`config.mk`:
```
export PLATFORM = sky130hd
export DESIGN_NAME = asl_link
export DESIGN_NICKNAME = d
export VERILOG_FILES = /design/src/asl_pkg.sv /design/src/asl_sync_if.sv /design/src/asl_link.sv /design/src/asl_sync.sv
export SDC_FILE = /design/constraint.sdc
export NUM_CORES = 1
export LEC_CHECK = 0
export BUFFER_PORTS_ARGS = -buffer_cell sky130_fd_sc_hd__buf_2
export CORE_ASPECT_RATIO = 1.1
export CORE_MARGIN = 2
export CORE_UTILIZATION = 55
export DETAILED_ROUTE_END_ITERATION = 10
export HOLD_SLACK_MARGIN = 0.05
export MAX_ROUTING_LAYER = met4
export PLACE_DENSITY = 0.79
export SLEW_MARGIN = 20
export SYNTH_ARGS = -nofsm -noshare
export SYNTH_HDL_FRONTEND = slang
export SYNTH_SLANG_ARGS = --single-unit
```
`constraint.sdc`:
```
create_clock -name pclk -period 6.3 [get_ports pclk]
set_clock_uncertainty 0.2 [all_clocks]
set_input_delay 0.945 -clock pclk [delete_from_list [all_inputs] [get_ports pclk]]
set_output_delay 0.945 -clock pclk [all_outputs]
set_load 0.005 [all_outputs]
```
`src/asl_pkg.sv`:
```
// Purpose: shared constants and types of the converter serial link
// Assumes: pclk at 100 MHz, APB with 32-bit data
// Notes: configuration bits are numbered with the first received bit at 7
package asl_pkg;

  // configuration word layout, first received bit is the msb
  localparam int CFG_BITS = 8;
  localparam int CFG_SGL = 7;
  localparam int CFG_ODD = 6;
  localparam int CFG_SEL1 = 5;
  localparam int CFG_SEL0 = 4;
  localparam int CFG_UNI = 3;
  localparam int CFG_GAIN = 2;
  localparam int CFG_NAP = 1;
  localparam int CFG_SLEEP = 0;
  localparam logic [7:0] CFG_RESET = 8'h00;

  // result word and shift clock edge counting
  localparam int WORD_BITS = 16;
  localparam int CNT_W = 5;
  localparam int NAP_EXIT_FALL = 2;
  localparam int SLEEP_FALL = 16;

  // conversion time, rounded up to whole pclk cycles
  localparam int CLK_PERIOD_NS = 10;
  localparam int CONV_TIME_NS = 4000;
  localparam int CONV_CYCLES = (CONV_TIME_NS + CLK_PERIOD_NS - 1) / CLK_PERIOD_NS;
  localparam int CONV_W = 10;

  // apb register map
  localparam int APB_AW = 8;
  localparam logic [7:0] ADDR_STATUS = 8'h00;
  localparam logic [7:0] ADDR_SAMPLE = 8'h04;
  localparam logic [15:0] SAMPLE_RESET = 16'h8000;
  localparam int ST_PWR_LSB = 0;
  localparam int ST_BUSY = 2;
  localparam int ST_ARMED = 3;
  localparam int ST_APPLIED_LSB = 8;
  localparam int ST_WORD_LSB = 16;
  localparam int ST_RISE_LSB = 24;

  // synchronised pin indices
  localparam int SYN_N = 4;
  localparam int SYN_SCK = 0;
  localparam int SYN_CFG = 1;
  localparam int SYN_START = 2;
  localparam int SYN_RD = 3;

  typedef enum logic [1:0] {PWR_ON, PWR_NAP, PWR_SLEEP} asl_pwr_t;

endpackage

```
`src/asl_sync_if.sv`:
```
// Purpose: carries synchronised pin levels and their edges
// Assumes: all signals on pclk
// Notes: one bit per pin, indexed by the SYN_ constants
`timescale 1ns/100ps
interface asl_sync_if;
  import asl_pkg::*;
  logic [SYN_N-1:0] lvl;
  logic [SYN_N-1:0] rise;
  logic [SYN_N-1:0] fall;
  modport src (output lvl, output rise, output fall);
  modport dst (input lvl, input rise, input fall);
endinterface

```
`src/asl_link.sv`:
```
// Purpose: serial configuration and result link of a multiplexed converter
// Assumes: shift clock, data and strobes come from pins, sampled by pclk
// Notes: a software-written sample stands in for the analog code
//
// Decided for this implementation: the APB interface to the registers and the placing of the registers.
`timescale 1ns/100ps
module asl_link
  import asl_pkg::*;
#(
  parameter int RES_BITS = WORD_BITS
) (
  input wire logic pclk,
  input wire logic presetn,
  input wire logic psel,
  input wire logic penable,
  input wire logic pwrite,
  input wire logic [APB_AW-1:0] paddr,
  input wire logic [31:0] pwdata,
  output logic [31:0] prdata,
  output logic pready,
  output logic pslverr,
  input wire logic shift_clk,
  input wire logic config_in,
  input wire logic sample_start,
  input wire logic read_enable_n,
  output logic result_out,
  output logic result_out_oe,
  output logic done_n,
  output logic [2:0] mux_pos,
  output logic [2:0] mux_neg,
  output logic mux_neg_is_com,
  output logic one_sided_range,
  output logic wide_span,
  output logic nap_active,
  output logic sleep_active
);

  typedef struct packed {
    logic [7:0] cfg_shift;
    logic [7:0] cfg_word;
    logic [7:0] applied;
    logic [CNT_W-1:0] rise_cnt;
    logic [CNT_W-1:0] fall_cnt;
    logic [WORD_BITS-1:0] out_shift;
    logic [WORD_BITS-1:0] result;
    logic [WORD_BITS-1:0] sample;
    logic converting;
    logic [CONV_W-1:0] conv_cnt;
    asl_pwr_t pwr;
    logic wake_armed;
    logic [2:0] mux_pos;
    logic [2:0] mux_neg;
    logic neg_com;
    logic [31:0] prdata;
    logic pslverr;
  } asl_state_t;

  asl_state_t s;
  asl_state_t next_s;
  asl_sync_if sy ();

  logic sck_rise;
  logic sck_fall;
  logic start_rise;
  logic cfg_lvl;
  logic [7:0] next_word;

  // pin synchronisers and edge finders
  asl_sync u_sync (
    .pclk(pclk),
    .presetn(presetn),
    .pins({read_enable_n, sample_start, config_in, shift_clk}),
    .sy(sy.src)
  );

  assign sck_rise = sy.rise[SYN_SCK];
  assign sck_fall = sy.fall[SYN_SCK];
  assign start_rise = sy.rise[SYN_START];
  assign cfg_lvl = sy.lvl[SYN_CFG];
  assign next_word = {s.cfg_shift[6:0], cfg_lvl};

  // multiplexer decode: {neg_is_com, neg, pos}
  function automatic logic [6:0] mux_decode(input logic [7:0] cfg);
    logic [1:0] sel;
    logic odd;
    sel = {cfg[CFG_SEL1], cfg[CFG_SEL0]};
    odd = cfg[CFG_ODD];
    if (cfg[CFG_SGL]) begin
      mux_decode = {1'b1, 3'h0, sel, odd};
    end else begin
      mux_decode = {1'b0, sel, ~odd, sel, odd};
    end
  endfunction

  // output coding and resolution masking of the raw offset-binary sample
  function automatic logic [WORD_BITS-1:0] code_format(
    input logic [WORD_BITS-1:0] raw,
    input logic [7:0] cfg
  );
    logic [WORD_BITS-1:0] code;
    code = raw;
    if (!cfg[CFG_UNI]) begin
      code[WORD_BITS-1] = ~raw[WORD_BITS-1];
    end
    for (int i = 0; i < WORD_BITS - RES_BITS; i++) begin
      code[i] = 1'b0;
    end
    code_format = code;
  endfunction

  // next state of the whole block
  always_comb begin
    next_s = s;

    // apb: read data and error latched in setup, writes in access
    if (psel && !penable) begin
      next_s.prdata = 32'h0000_0000;
      next_s.pslverr = 1'b0;
      if (paddr == ADDR_STATUS) begin
        next_s.prdata[ST_PWR_LSB +: 2] = s.pwr;
        next_s.prdata[ST_BUSY] = s.converting;
        next_s.prdata[ST_ARMED] = s.wake_armed;
        next_s.prdata[ST_APPLIED_LSB +: 8] = s.applied;
        next_s.prdata[ST_WORD_LSB +: 8] = s.cfg_word;
        next_s.prdata[ST_RISE_LSB +: CNT_W] = s.rise_cnt;
      end else if (paddr == ADDR_SAMPLE) begin
        next_s.prdata[WORD_BITS-1:0] = s.sample;
      end else begin
        next_s.pslverr = 1'b1;
      end
    end
    if (psel && penable && pwrite && paddr == ADDR_SAMPLE) begin
      next_s.sample = pwdata[WORD_BITS-1:0];
    end

    // conversion timer; result loads the shifter when done rises
    if (s.converting) begin
      next_s.conv_cnt = s.conv_cnt + 1'b1;
      if (s.conv_cnt == CONV_W'(CONV_CYCLES - 1)) begin
        next_s.converting = 1'b0;
        next_s.result = code_format(s.sample, s.applied);
        next_s.out_shift = next_s.result;
        if (s.applied[CFG_NAP] && s.pwr == PWR_ON) begin
          next_s.pwr = PWR_NAP;
        end
      end
    end

    // rising shift edge: capture up to eight config bits, msb first
    if (sck_rise) begin
      if (s.rise_cnt < CNT_W'(CFG_BITS)) begin
        next_s.cfg_shift = next_word;
        if (s.rise_cnt == CNT_W'(CFG_BITS - 1)) begin
          next_s.cfg_word = next_word;
        end
      end
      if (s.rise_cnt != '1) begin
        next_s.rise_cnt = s.rise_cnt + 1'b1;
      end
    end

    // falling shift edge: advance result, handle power changes
    if (sck_fall) begin
      next_s.out_shift = {s.out_shift[WORD_BITS-2:0], 1'b0};
      if (s.fall_cnt != '1) begin
        next_s.fall_cnt = s.fall_cnt + 1'b1;
      end
      if (s.pwr == PWR_NAP && s.fall_cnt == CNT_W'(NAP_EXIT_FALL - 1)) begin
        next_s.pwr = PWR_ON;
      end
      if (s.fall_cnt == CNT_W'(SLEEP_FALL - 1)) begin
        if (s.cfg_word[CFG_SLEEP]) begin
          next_s.pwr = PWR_SLEEP;
        end else if (s.pwr == PWR_SLEEP && s.wake_armed) begin
          next_s.pwr = PWR_ON;
          next_s.wake_armed = 1'b0;
        end
      end
    end

    // strobe when not busy: restart the edge counters, convert unless asleep
    if (start_rise && !s.converting) begin
      next_s.rise_cnt = '0;
      next_s.fall_cnt = '0;
      if (s.pwr == PWR_SLEEP) begin
        next_s.wake_armed = 1'b1;
      end else begin
        next_s.converting = 1'b1;
        next_s.conv_cnt = '0;
        next_s.applied = s.cfg_word;
        {next_s.neg_com, next_s.mux_neg, next_s.mux_pos} =
          mux_decode(s.cfg_word);
      end
    end
  end

  // one register for the whole state
  always_ff @(posedge pclk or negedge presetn) begin
    if (!presetn) begin
      s <= '0;
      s.cfg_word <= CFG_RESET;
      s.applied <= CFG_RESET;
      s.sample <= SAMPLE_RESET;
      s.pwr <= PWR_ON;
    end else begin
      s <= next_s;
    end
  end

  // outputs
  assign prdata = s.prdata;
  assign pready = 1'b1;
  assign pslverr = s.pslverr;
  assign result_out = s.out_shift[WORD_BITS-1];
  assign result_out_oe = ~sy.lvl[SYN_RD];
  assign done_n = ~s.converting;
  assign mux_pos = s.mux_pos;
  assign mux_neg = s.mux_neg;
  assign mux_neg_is_com = s.neg_com;
  assign one_sided_range = s.applied[CFG_UNI];
  assign wide_span = s.applied[CFG_GAIN];
  assign nap_active = (s.pwr == PWR_NAP);
  assign sleep_active = (s.pwr == PWR_SLEEP);

  // checks on the link behaviour
  localparam int A_CONV = CONV_CYCLES;
endmodule

```
`src/asl_sync.sv`:
```
// Purpose: two-flop synchronisers and edge detection for the link pins
// Assumes: pins are asynchronous to pclk
// Notes: edges are seen one to two pclk cycles after the pin moves
`timescale 1ns/100ps
module asl_sync
  import asl_pkg::*;
(
  input wire logic pclk,
  input wire logic presetn,
  input wire logic [SYN_N-1:0] pins,
  asl_sync_if.src sy
);

  typedef struct packed {
    logic [SYN_N-1:0] meta;
    logic [SYN_N-1:0] stable;
    logic [SYN_N-1:0] prev;
  } asl_sync_state_t;

  asl_sync_state_t s;
  asl_sync_state_t next_s;

  // first stage feeds only the second stage
  always_comb begin
    next_s = s;
    next_s.meta = pins;
    next_s.stable = s.meta;
    next_s.prev = s.stable;
  end

  always_ff @(posedge pclk or negedge presetn) begin
    if (!presetn) begin
      s <= '0;
    end else begin
      s <= next_s;
    end
  end

  // edges compare the stable stage with its delayed copy
  genvar i;
  generate
    for (i = 0; i < SYN_N; i++) begin : g_edge
      assign sy.lvl[i] = s.stable[i];
      assign sy.rise[i] = s.stable[i] & ~s.prev[i];
      assign sy.fall[i] = ~s.stable[i] & s.prev[i];
    end
  endgenerate

endmodule

```
==> results of run 1 <==
## cells in the final DEF, fill, tap and decap left out, types with 7 or more instances in the layout
master                      netlist  layout
sky130_fd_sc_hd__a22o_1          15      15
sky130_fd_sc_hd__a31oi_1         17      17
sky130_fd_sc_hd__buf_2            2      75
sky130_fd_sc_hd__clkbuf_16        0      16
sky130_fd_sc_hd__dfrtp_1        121     121
sky130_fd_sc_hd__ha_1             7       7
sky130_fd_sc_hd__inv_1            7       7
sky130_fd_sc_hd__mux2_1           9       9
sky130_fd_sc_hd__mux2_2          22      22
sky130_fd_sc_hd__mux2i_1         15      15
sky130_fd_sc_hd__nand2_1         81      81
sky130_fd_sc_hd__nor2_1          37      37
sky130_fd_sc_hd__o21ai_0         15      15
sky130_fd_sc_hd__xnor2_1          7       7
## report_power, final
part	internal (W)	total (W)	switching [W]
clock network	0.000608	0.000949	0.000341
logic	0.000145	0.000291	0.000146
registers	0.000915	0.00105	0.000137
## metal layers
metal	global-route usage, %	vias to the layer above
met3	5.84	13
met4	8.23	0
met2	34.8	88
met5	-	-
met1	28.3	1772
li1	-	1668
## worst paths after layout
check / cells after the start / slack, ns / from / end
min in group asynchronous: 1 / 0.26 / presetn / u_sync.sy.lvl[3]
worst max-delay path: 5 / 3.47 / paddr[7] / prdata[16]
worst min-delay path: 0 / 0.14 / u_sync.next_s[5] / u_sync.sy.lvl[1]
worst min register to register: 0 / 0.14 / u_sync.next_s[5] / u_sync.sy.lvl[1]
worst max register to register: 7 / 3.90 / s[102] / s[105]
max in group asynchronous: 2 / 4.36 / presetn / prdata[17]
## Yosys cell counts (all sizes together)
library cell,number,share of area [%]
a211oi,1,0.14
a21o,1,0.14
a21oi,5,0.47
a22o,15,2.5
a31oi,17,2.0
a32o,5,0.94
and2,1,0.12
and3,3,0.35
and4,1,0.16
buf,45,6.4
clkbuf,14,0.98
conb,2,0.14
dfrtp,121,57
dfstp,1,0.49
ha,7,1.6
inv,7,0.49
mux2,31,6.5
mux2i,15,2.8
nand2,81,5.7
nand2b,4,0.47
nand3,3,0.28
nand3b,2,0.28
nand4,6,0.70
nand4b,1,0.16
nor2,38,2.7
nor2b,3,0.35
nor3,4,0.38
nor3b,4,0.77
nor4,1,0.12
nor4b,2,0.61
o21ai,15,1.4
o31ai,2,0.28
or3,2,0.23
or3b,1,0.16
or4,1,0.21
xnor2,7,1.1
xor2,6,0.98
## stage by stage
step | cells | worst slack [ns] | hold WS [ns] | util (%)
6_report | 645 | 3.47 | 0.142 | 64.8
5_1_grt | 645 | 3.21 | 0.154 | 64.8
4_1_cts | 645 | 3.48 | 0.144 | 64.7
3_5_place_dp | 614 | 2.95 | 0.135 | 58.5
3_3_place_gp | 614 | 3.05 | 0.133 | 58.5
2_1_floorplan | 477 | 3.69 | 0.131 | -
## cell type report
class | instances | area, µm²
fillers | 716 | 3310
multi-input cells | 289 | 1870
repair buffers | 79 | 405
clock buffers | 19 | 432
flip-flops and latches | 122 | 3050
well taps | 117 | 146
clock inverters | 12 | 150
inverters | 7 | 26.3
## sequential cells by signal (all words and copies together), names as in the netlist
register / cells
s: 69
prdata: 29
next_word: 7
u_sync.next_s: 4
u_sync.sy.lvl: 4
mux_neg: 3
u_sync.s: 2
one_sided_range: 1
pslverr: 1
result_out: 1
wide_span: 1
## logic make-up after synthesis
kind of cell               after synthesis  synth area share, %
buffers and inverters                   66                 7.86
AOI/OAI and AO/OA                       61                 7.83
and+or+nand+nor                        158                 13.8
xor gates and xnor gates                13                 2.13
adders and majority gates                7                 1.64
muxes                                   46                 9.36
DFF                                    122                 57.2
other                                    2                0.141
## critical path: stages
cell and delay, ns:
sky130_fd_sc_hd__buf_2 0.10, sky130_fd_sc_hd__nor4_1 0.36, sky130_fd_sc_hd__nand3_1 0.47, sky130_fd_sc_hd__nor2_1 0.94
sky130_fd_sc_hd__a22o_1 0.25
==> parameters.txt, run 1 <==
Parameter                              Value

CTS
  H-tree Lvls ... 4
  Cts bufs inserted ... 17
  Number of buffers between clock root and the deepest sink ... 2
  Root buffer selected by CTS ... sky130_fd_sc_hd__clkbuf_8
  Number of buffers inserted for hold repair after clock tree synthesis ... 0
  TritonCTS clock tree ... done
  CTS sink count ... 122
  Clock Latency Late Sink ... 0.51 ns
  Clock-pin transition on the worst setup and hold timing paths ... about 0.06 ns
  Post-CTS setup-driven buffer insertion count ... 0
  Post_cts resized ... 0

Synth
  Post-Synthesis Cells ... around 480
  Total of flip-flops plus latches after synthesis ... 122
  Post-synthesis average cell area ... 11.2 µm²
  Total number of yosys warnings ... 0
  Count of distinct cell types in the synthesized netlist ... 45
  Cell Area, Synth ... between 5000 and 6000 µm²
  Proportion of synthesized chip area in sequential cells ... 57.2%

Timing
  Pins Over Slew Limit ... 0
  Slew at the pin closest to its max-slew limit ... 1.03 ns
  Total Neg Setup Slack ... 0 ns
  Maximum clock frequency ... approximately 0.35 GHz
  RSZ-0062 raised after global routing ... no
  Worst rel slew slack ... 31.1%
  Number of failing setup endpoints in the final timing report ... 0
  Post-route fraction of the period consumed by the critical path ... approximately 45%
  Final Hold Vio Count ... 0
  Final Critical Period ... 2.83 ns

GRT
  Vias in the first global route ... 3617
  Total congestion overflow after global routing ... 0
  Initial antenna violation count ... 0
  Global-route wire length before repair ... approximately 18 mm
  Pin count of the biggest net entering global routing ... 71
  Combined global-route utilization of all metal layers ... 22.3%

Critical path
  Worst Path Arrival ... 3.07 ns
  Sort of element at the start of the critical path ... input pin
  WP data required ... 6.54 ns
  Highest net fanout along the worst path ... 13
  Critical Setup Path Class ... in -> reg
  Critical path capture point type ... flip-flop

Floorplan
  Ports ... 97
  Die outline width ... 97.9 µm
  Floorplan core area ... 9400 µm²
  Full die area ... 10500 µm²
  DIE HEIGHT ... 107 µm
  Initial core utilization ... approximately 57%
  Total number of placement rows ... 37

Detailed routing
  Detailed router's first-iteration violation count ... around 190
  Detail-routed via count per cell ... 5.49
  Average wire per standard cell ... 16.8 µm
  Detailed-routing wirelength on met1 ... about 4.8 mm
  Antenna viol nets, final ... 0
  Final wirelength ... 10.9 mm
  Total DRC errors in the routed layout ... 0
  DR WL met2 ... roughly 5.5 mm
  Met3 WL post-DR ... approximately 460 µm
  Length of the first detailed-routing pass in iterations ... 4
  Vias ... 3541
  Highest routed metal layer ... met4

Power
  Power per cell area ... 377 nW/µm²
  Overall power of the completed layout ... 0.00229 W
  Leakage dissipation ... 3.06 nW
  Worst-case vdd ir drop ... 240 µV

Min path
  HP Class ... reg -> reg

Final layout
  Nets@finish ... between 500 and 600
  Fraction of layout cells with a size suffix above 1 ... 25.9%
  Layout overhead on the synthesized area ... 14.1%
  Final instance area ... between 6000 and 7000 µm²
  Diode count ... 0

Placed design
  Detailed placer's ending HPWL ... 6.97 mm
  Instance area after placement ... 5500 µm²
  Gpl congestion ... 0.793
  Count of input and output buffers ... 76

Status
  Outcome ... complete, no violations

Flow run
  MaxCap Viol Count ... 0
Power figures use the tool's default switching activity.
==> inputs of run 2 (changes only) <==
--- a/config.mk
+++ b/config.mk
@@ -8,11 +8,11 @@
 export BUFFER_PORTS_ARGS = -buffer_cell sky130_fd_sc_hd__buf_2
 export CORE_ASPECT_RATIO = 1.1
 export CORE_MARGIN = 2
-export CORE_UTILIZATION = 55
+export CORE_UTILIZATION = 50
 export DETAILED_ROUTE_END_ITERATION = 10
 export HOLD_SLACK_MARGIN = 0.05
 export MAX_ROUTING_LAYER = met4
-export PLACE_DENSITY = 0.79
+export PLACE_DENSITY = 0.76
 export SLEW_MARGIN = 20
 export SYNTH_ARGS = -nofsm -noshare
 export SYNTH_HDL_FRONTEND = slang
==> constraint.sdc (replaced) <==
create_clock -name pclk -period 2.6 [get_ports pclk]
set_clock_uncertainty 0.2 [all_clocks]
set_input_delay 0.39 -clock pclk [delete_from_list [all_inputs] [get_ports pclk]]
set_output_delay 0.39 -clock pclk [all_outputs]
set_load 0.005 [all_outputs]
==> parameters.txt, run 2 (same netlist as run 1, synthesis figures left out) <==
Parameter                              Value

Status
  Outcome ... complete, no violations

Timing
  Total Neg Setup Slack ... 0 ns (unchanged)
  Final Hold Vio Count ... 0 (unchanged)
  Number of failing setup endpoints in the final timing report ... 0 (unchanged)
  Slew at the pin closest to its max-slew limit ... 0.579 ns (-0.450 ns)
  Maximum clock frequency ... 0.440 GHz
  Final Critical Period ... about 2.3 ns
  RSZ-0062 raised after global routing ... no
  Smallest setup slack after layout ... 0.325 ns (-3.15 ns)
  Worst rel slew slack ... 61.4% (+30 points)
  Post-route fraction of the period consumed by the critical path ... 87.5%
  Pins Over Slew Limit ... 0 (unchanged)

Detailed routing
  Detailed router's first-iteration violation count ... 184 (-2.1%)
  Vias ... 3645 (+2.9%)
  Final wirelength ... 10.7 mm (-1.8%)
  Detail-routed via count per cell ... 5.18 (-5.7%)
  Total DRC errors in the routed layout ... 0 (unchanged)
  Average wire per standard cell ... 15.2 µm (-10%)
  Antenna viol nets, final ... 0 (unchanged)
  Length of the first detailed-routing pass in iterations ... 4 (unchanged)

CTS
  Post_cts resized ... 0 (unchanged)
  Number of buffers inserted for hold repair after clock tree synthesis ... 20 (+20)
  Post-CTS setup-driven buffer insertion count ... 0 (unchanged)
  Root buffer selected by CTS ... sky130_fd_sc_hd__clkbuf_16
  TritonCTS clock tree ... done
  Clock Latency Late Sink ... 0.41 ns (-0.10 ns)
  H-tree Lvls ... 4 (unchanged)
  Clock-pin transition on the worst setup and hold timing paths ... 0.06 ns (about the same)
  Number of buffers between clock root and the deepest sink ... 2 (unchanged)
  CTS sink count ... 122 (unchanged)
  Cts bufs inserted ... 17 (unchanged)

Critical path
  Highest net fanout along the worst path ... 16 (+3)
  Worst Path Arrival ... 2.34 ns (-0.73 ns)
  Sort of element at the start of the critical path ... flip-flop
  Critical path capture point type ... flip-flop
  Critical Setup Path Class ... reg -> reg
  WP data required ... 2.67 ns (-3.87 ns)

GRT
  Pin count of the biggest net entering global routing ... 70 (-1.4%)
  Global-route wire length before repair ... 17.6 mm (-1.4%)
  Grt peak-use layer ... met2
  Grt met2 use ... 30.6% (-4.2 points)
  Initial antenna violation count ... 0 (unchanged)
  Combined global-route utilization of all metal layers ... 20.3% (-1.9 points)
  Met3 usage in global routing ... 3.99% (-1.9 points)
  Met1 Track Usage GR ... 27.3% (-1.1 points)
  Total congestion overflow after global routing ... 0 (unchanged)
  Vias in the first global route ... 3607 (-0.28%)

Floorplan
  DIE HEIGHT ... 112 µm (+4.7%)
  Ports ... 97 (unchanged)
  Full die area ... 11500 µm² (+9.6%)
  Die outline width ... 102 µm (+4.7%)
  Initial core utilization ... 51.3% (-5.4 points)
  Total number of placement rows ... 39 (+5.4%)
  Floorplan core area ... 10400 µm² (+11%)

Power
  Power per cell area ... 869 nW/µm² (+130%)
  Worst-case vdd ir drop ... 400 µV (+67%)
  Leakage dissipation ... 3.22 nW (+5.0%)
  Overall power of the completed layout ... 0.00559 W (+140%)

Min path
  HP Class ... in -> reg

Final layout
  Most common cell after layout, fill and taps aside ... sky130_fd_sc_hd__dfrtp_1
  Fraction of layout cells with a size suffix above 1 ... 26.7% (+0.79 points)
  Commonest cells after routing, fill and taps aside ... sky130_fd_sc_hd__dfrtp_1, sky130_fd_sc_hd__nand2_1, sky130_fd_sc_hd__buf_2
  Diode count ... 0 (unchanged)
  Number of flip-flops under the largest register name ... 69 (unchanged)
  Final core occ ... 61.9% (-2.8 points)
  Top register by number of flip-flops ... s
  Nets@finish ... 604 (+5.6%)
  Layout overhead on the synthesized area ... 20.6%

Placed design
  Pre-CTS setup slack ... 0.372 ns (-2.58 ns)
  Count of input and output buffers ... 76 (unchanged)
  Gpl congestion ... 0.793 (about the same)
  Detailed placer's ending HPWL ... 7.03 mm (+0.84%)

Flow run
  MaxCap Viol Count ... 0 (unchanged)
-- run 2: through the flow --
stage	instance area [µm²]	instances	hold slack, ns
global route	6430	704	0.0536
CTS	6430	704	0.0514
global placement	5640	652	0.0166
floorplan	5340	477	-0.106
finish	6430	704	0.0651
detailed placement	5640	652	0.0232
-- run 2: routing by layer --
| metal | vias to the layer above | share of wire, % |
|---|---|---|
| li1 | 1737 | - |
| met1 | 1809 | 46 |
| met2 | 84 | 49 |
| met3 | 15 | 3.4 |
| met4 | 0 | 1.8 |
| met5 | - | 0 |
-- run 2: final cells by class --
cell class                      count  area (µm²)
Fill cell                         821        3960
Sequential cell                   122        3050
Multi-Input combinational cell    289        1870
Timing Repair Buffer              111         708
Clock buffer                       19         453
Tap cell                          143         179
Clock inverter                     13         145
Inverter                            7        26.3
-- run 2: path summary, 6_finish.rpt --
| check | end | depth (start not counted) | start | slack (ns) |
|---|---|---|---|---|
| setup / recovery | s[93] | 4 | s[47] | 0.32 |
| hold / removal | s[63] | 2 | pwdata[9] | 0.07 |
| setup reg to reg | s[93] | 4 | s[47] | 0.32 |
| hold reg to reg | u_sync.sy.lvl[1] | 0 | u_sync.next_s[5] | 0.15 |
| max in group asynchronous | prdata[16] | 3 | presetn | 1.27 |
| min in group asynchronous | s[117] | 2 | presetn | 0.15 |
-- run 2: critical path: stages (launching register included) --
cell	delay, ns
sky130_fd_sc_hd__dfrtp_1	0.43
sky130_fd_sc_hd__or4_4	0.58
sky130_fd_sc_hd__or3b_1	0.62
sky130_fd_sc_hd__nand2_1	0.19
sky130_fd_sc_hd__a31oi_1	0.11
-- run 2: where the power goes --
part / internal, W / leakage, nW / total, W / switching [W]
Sequential: 0.00222 / 1.57 / 0.00253 / 0.000313
Clock: 0.00147 / 0.286 / 0.00233 / 0.000864
Combinational: 0.000383 / 1.36 / 0.000727 / 0.000344
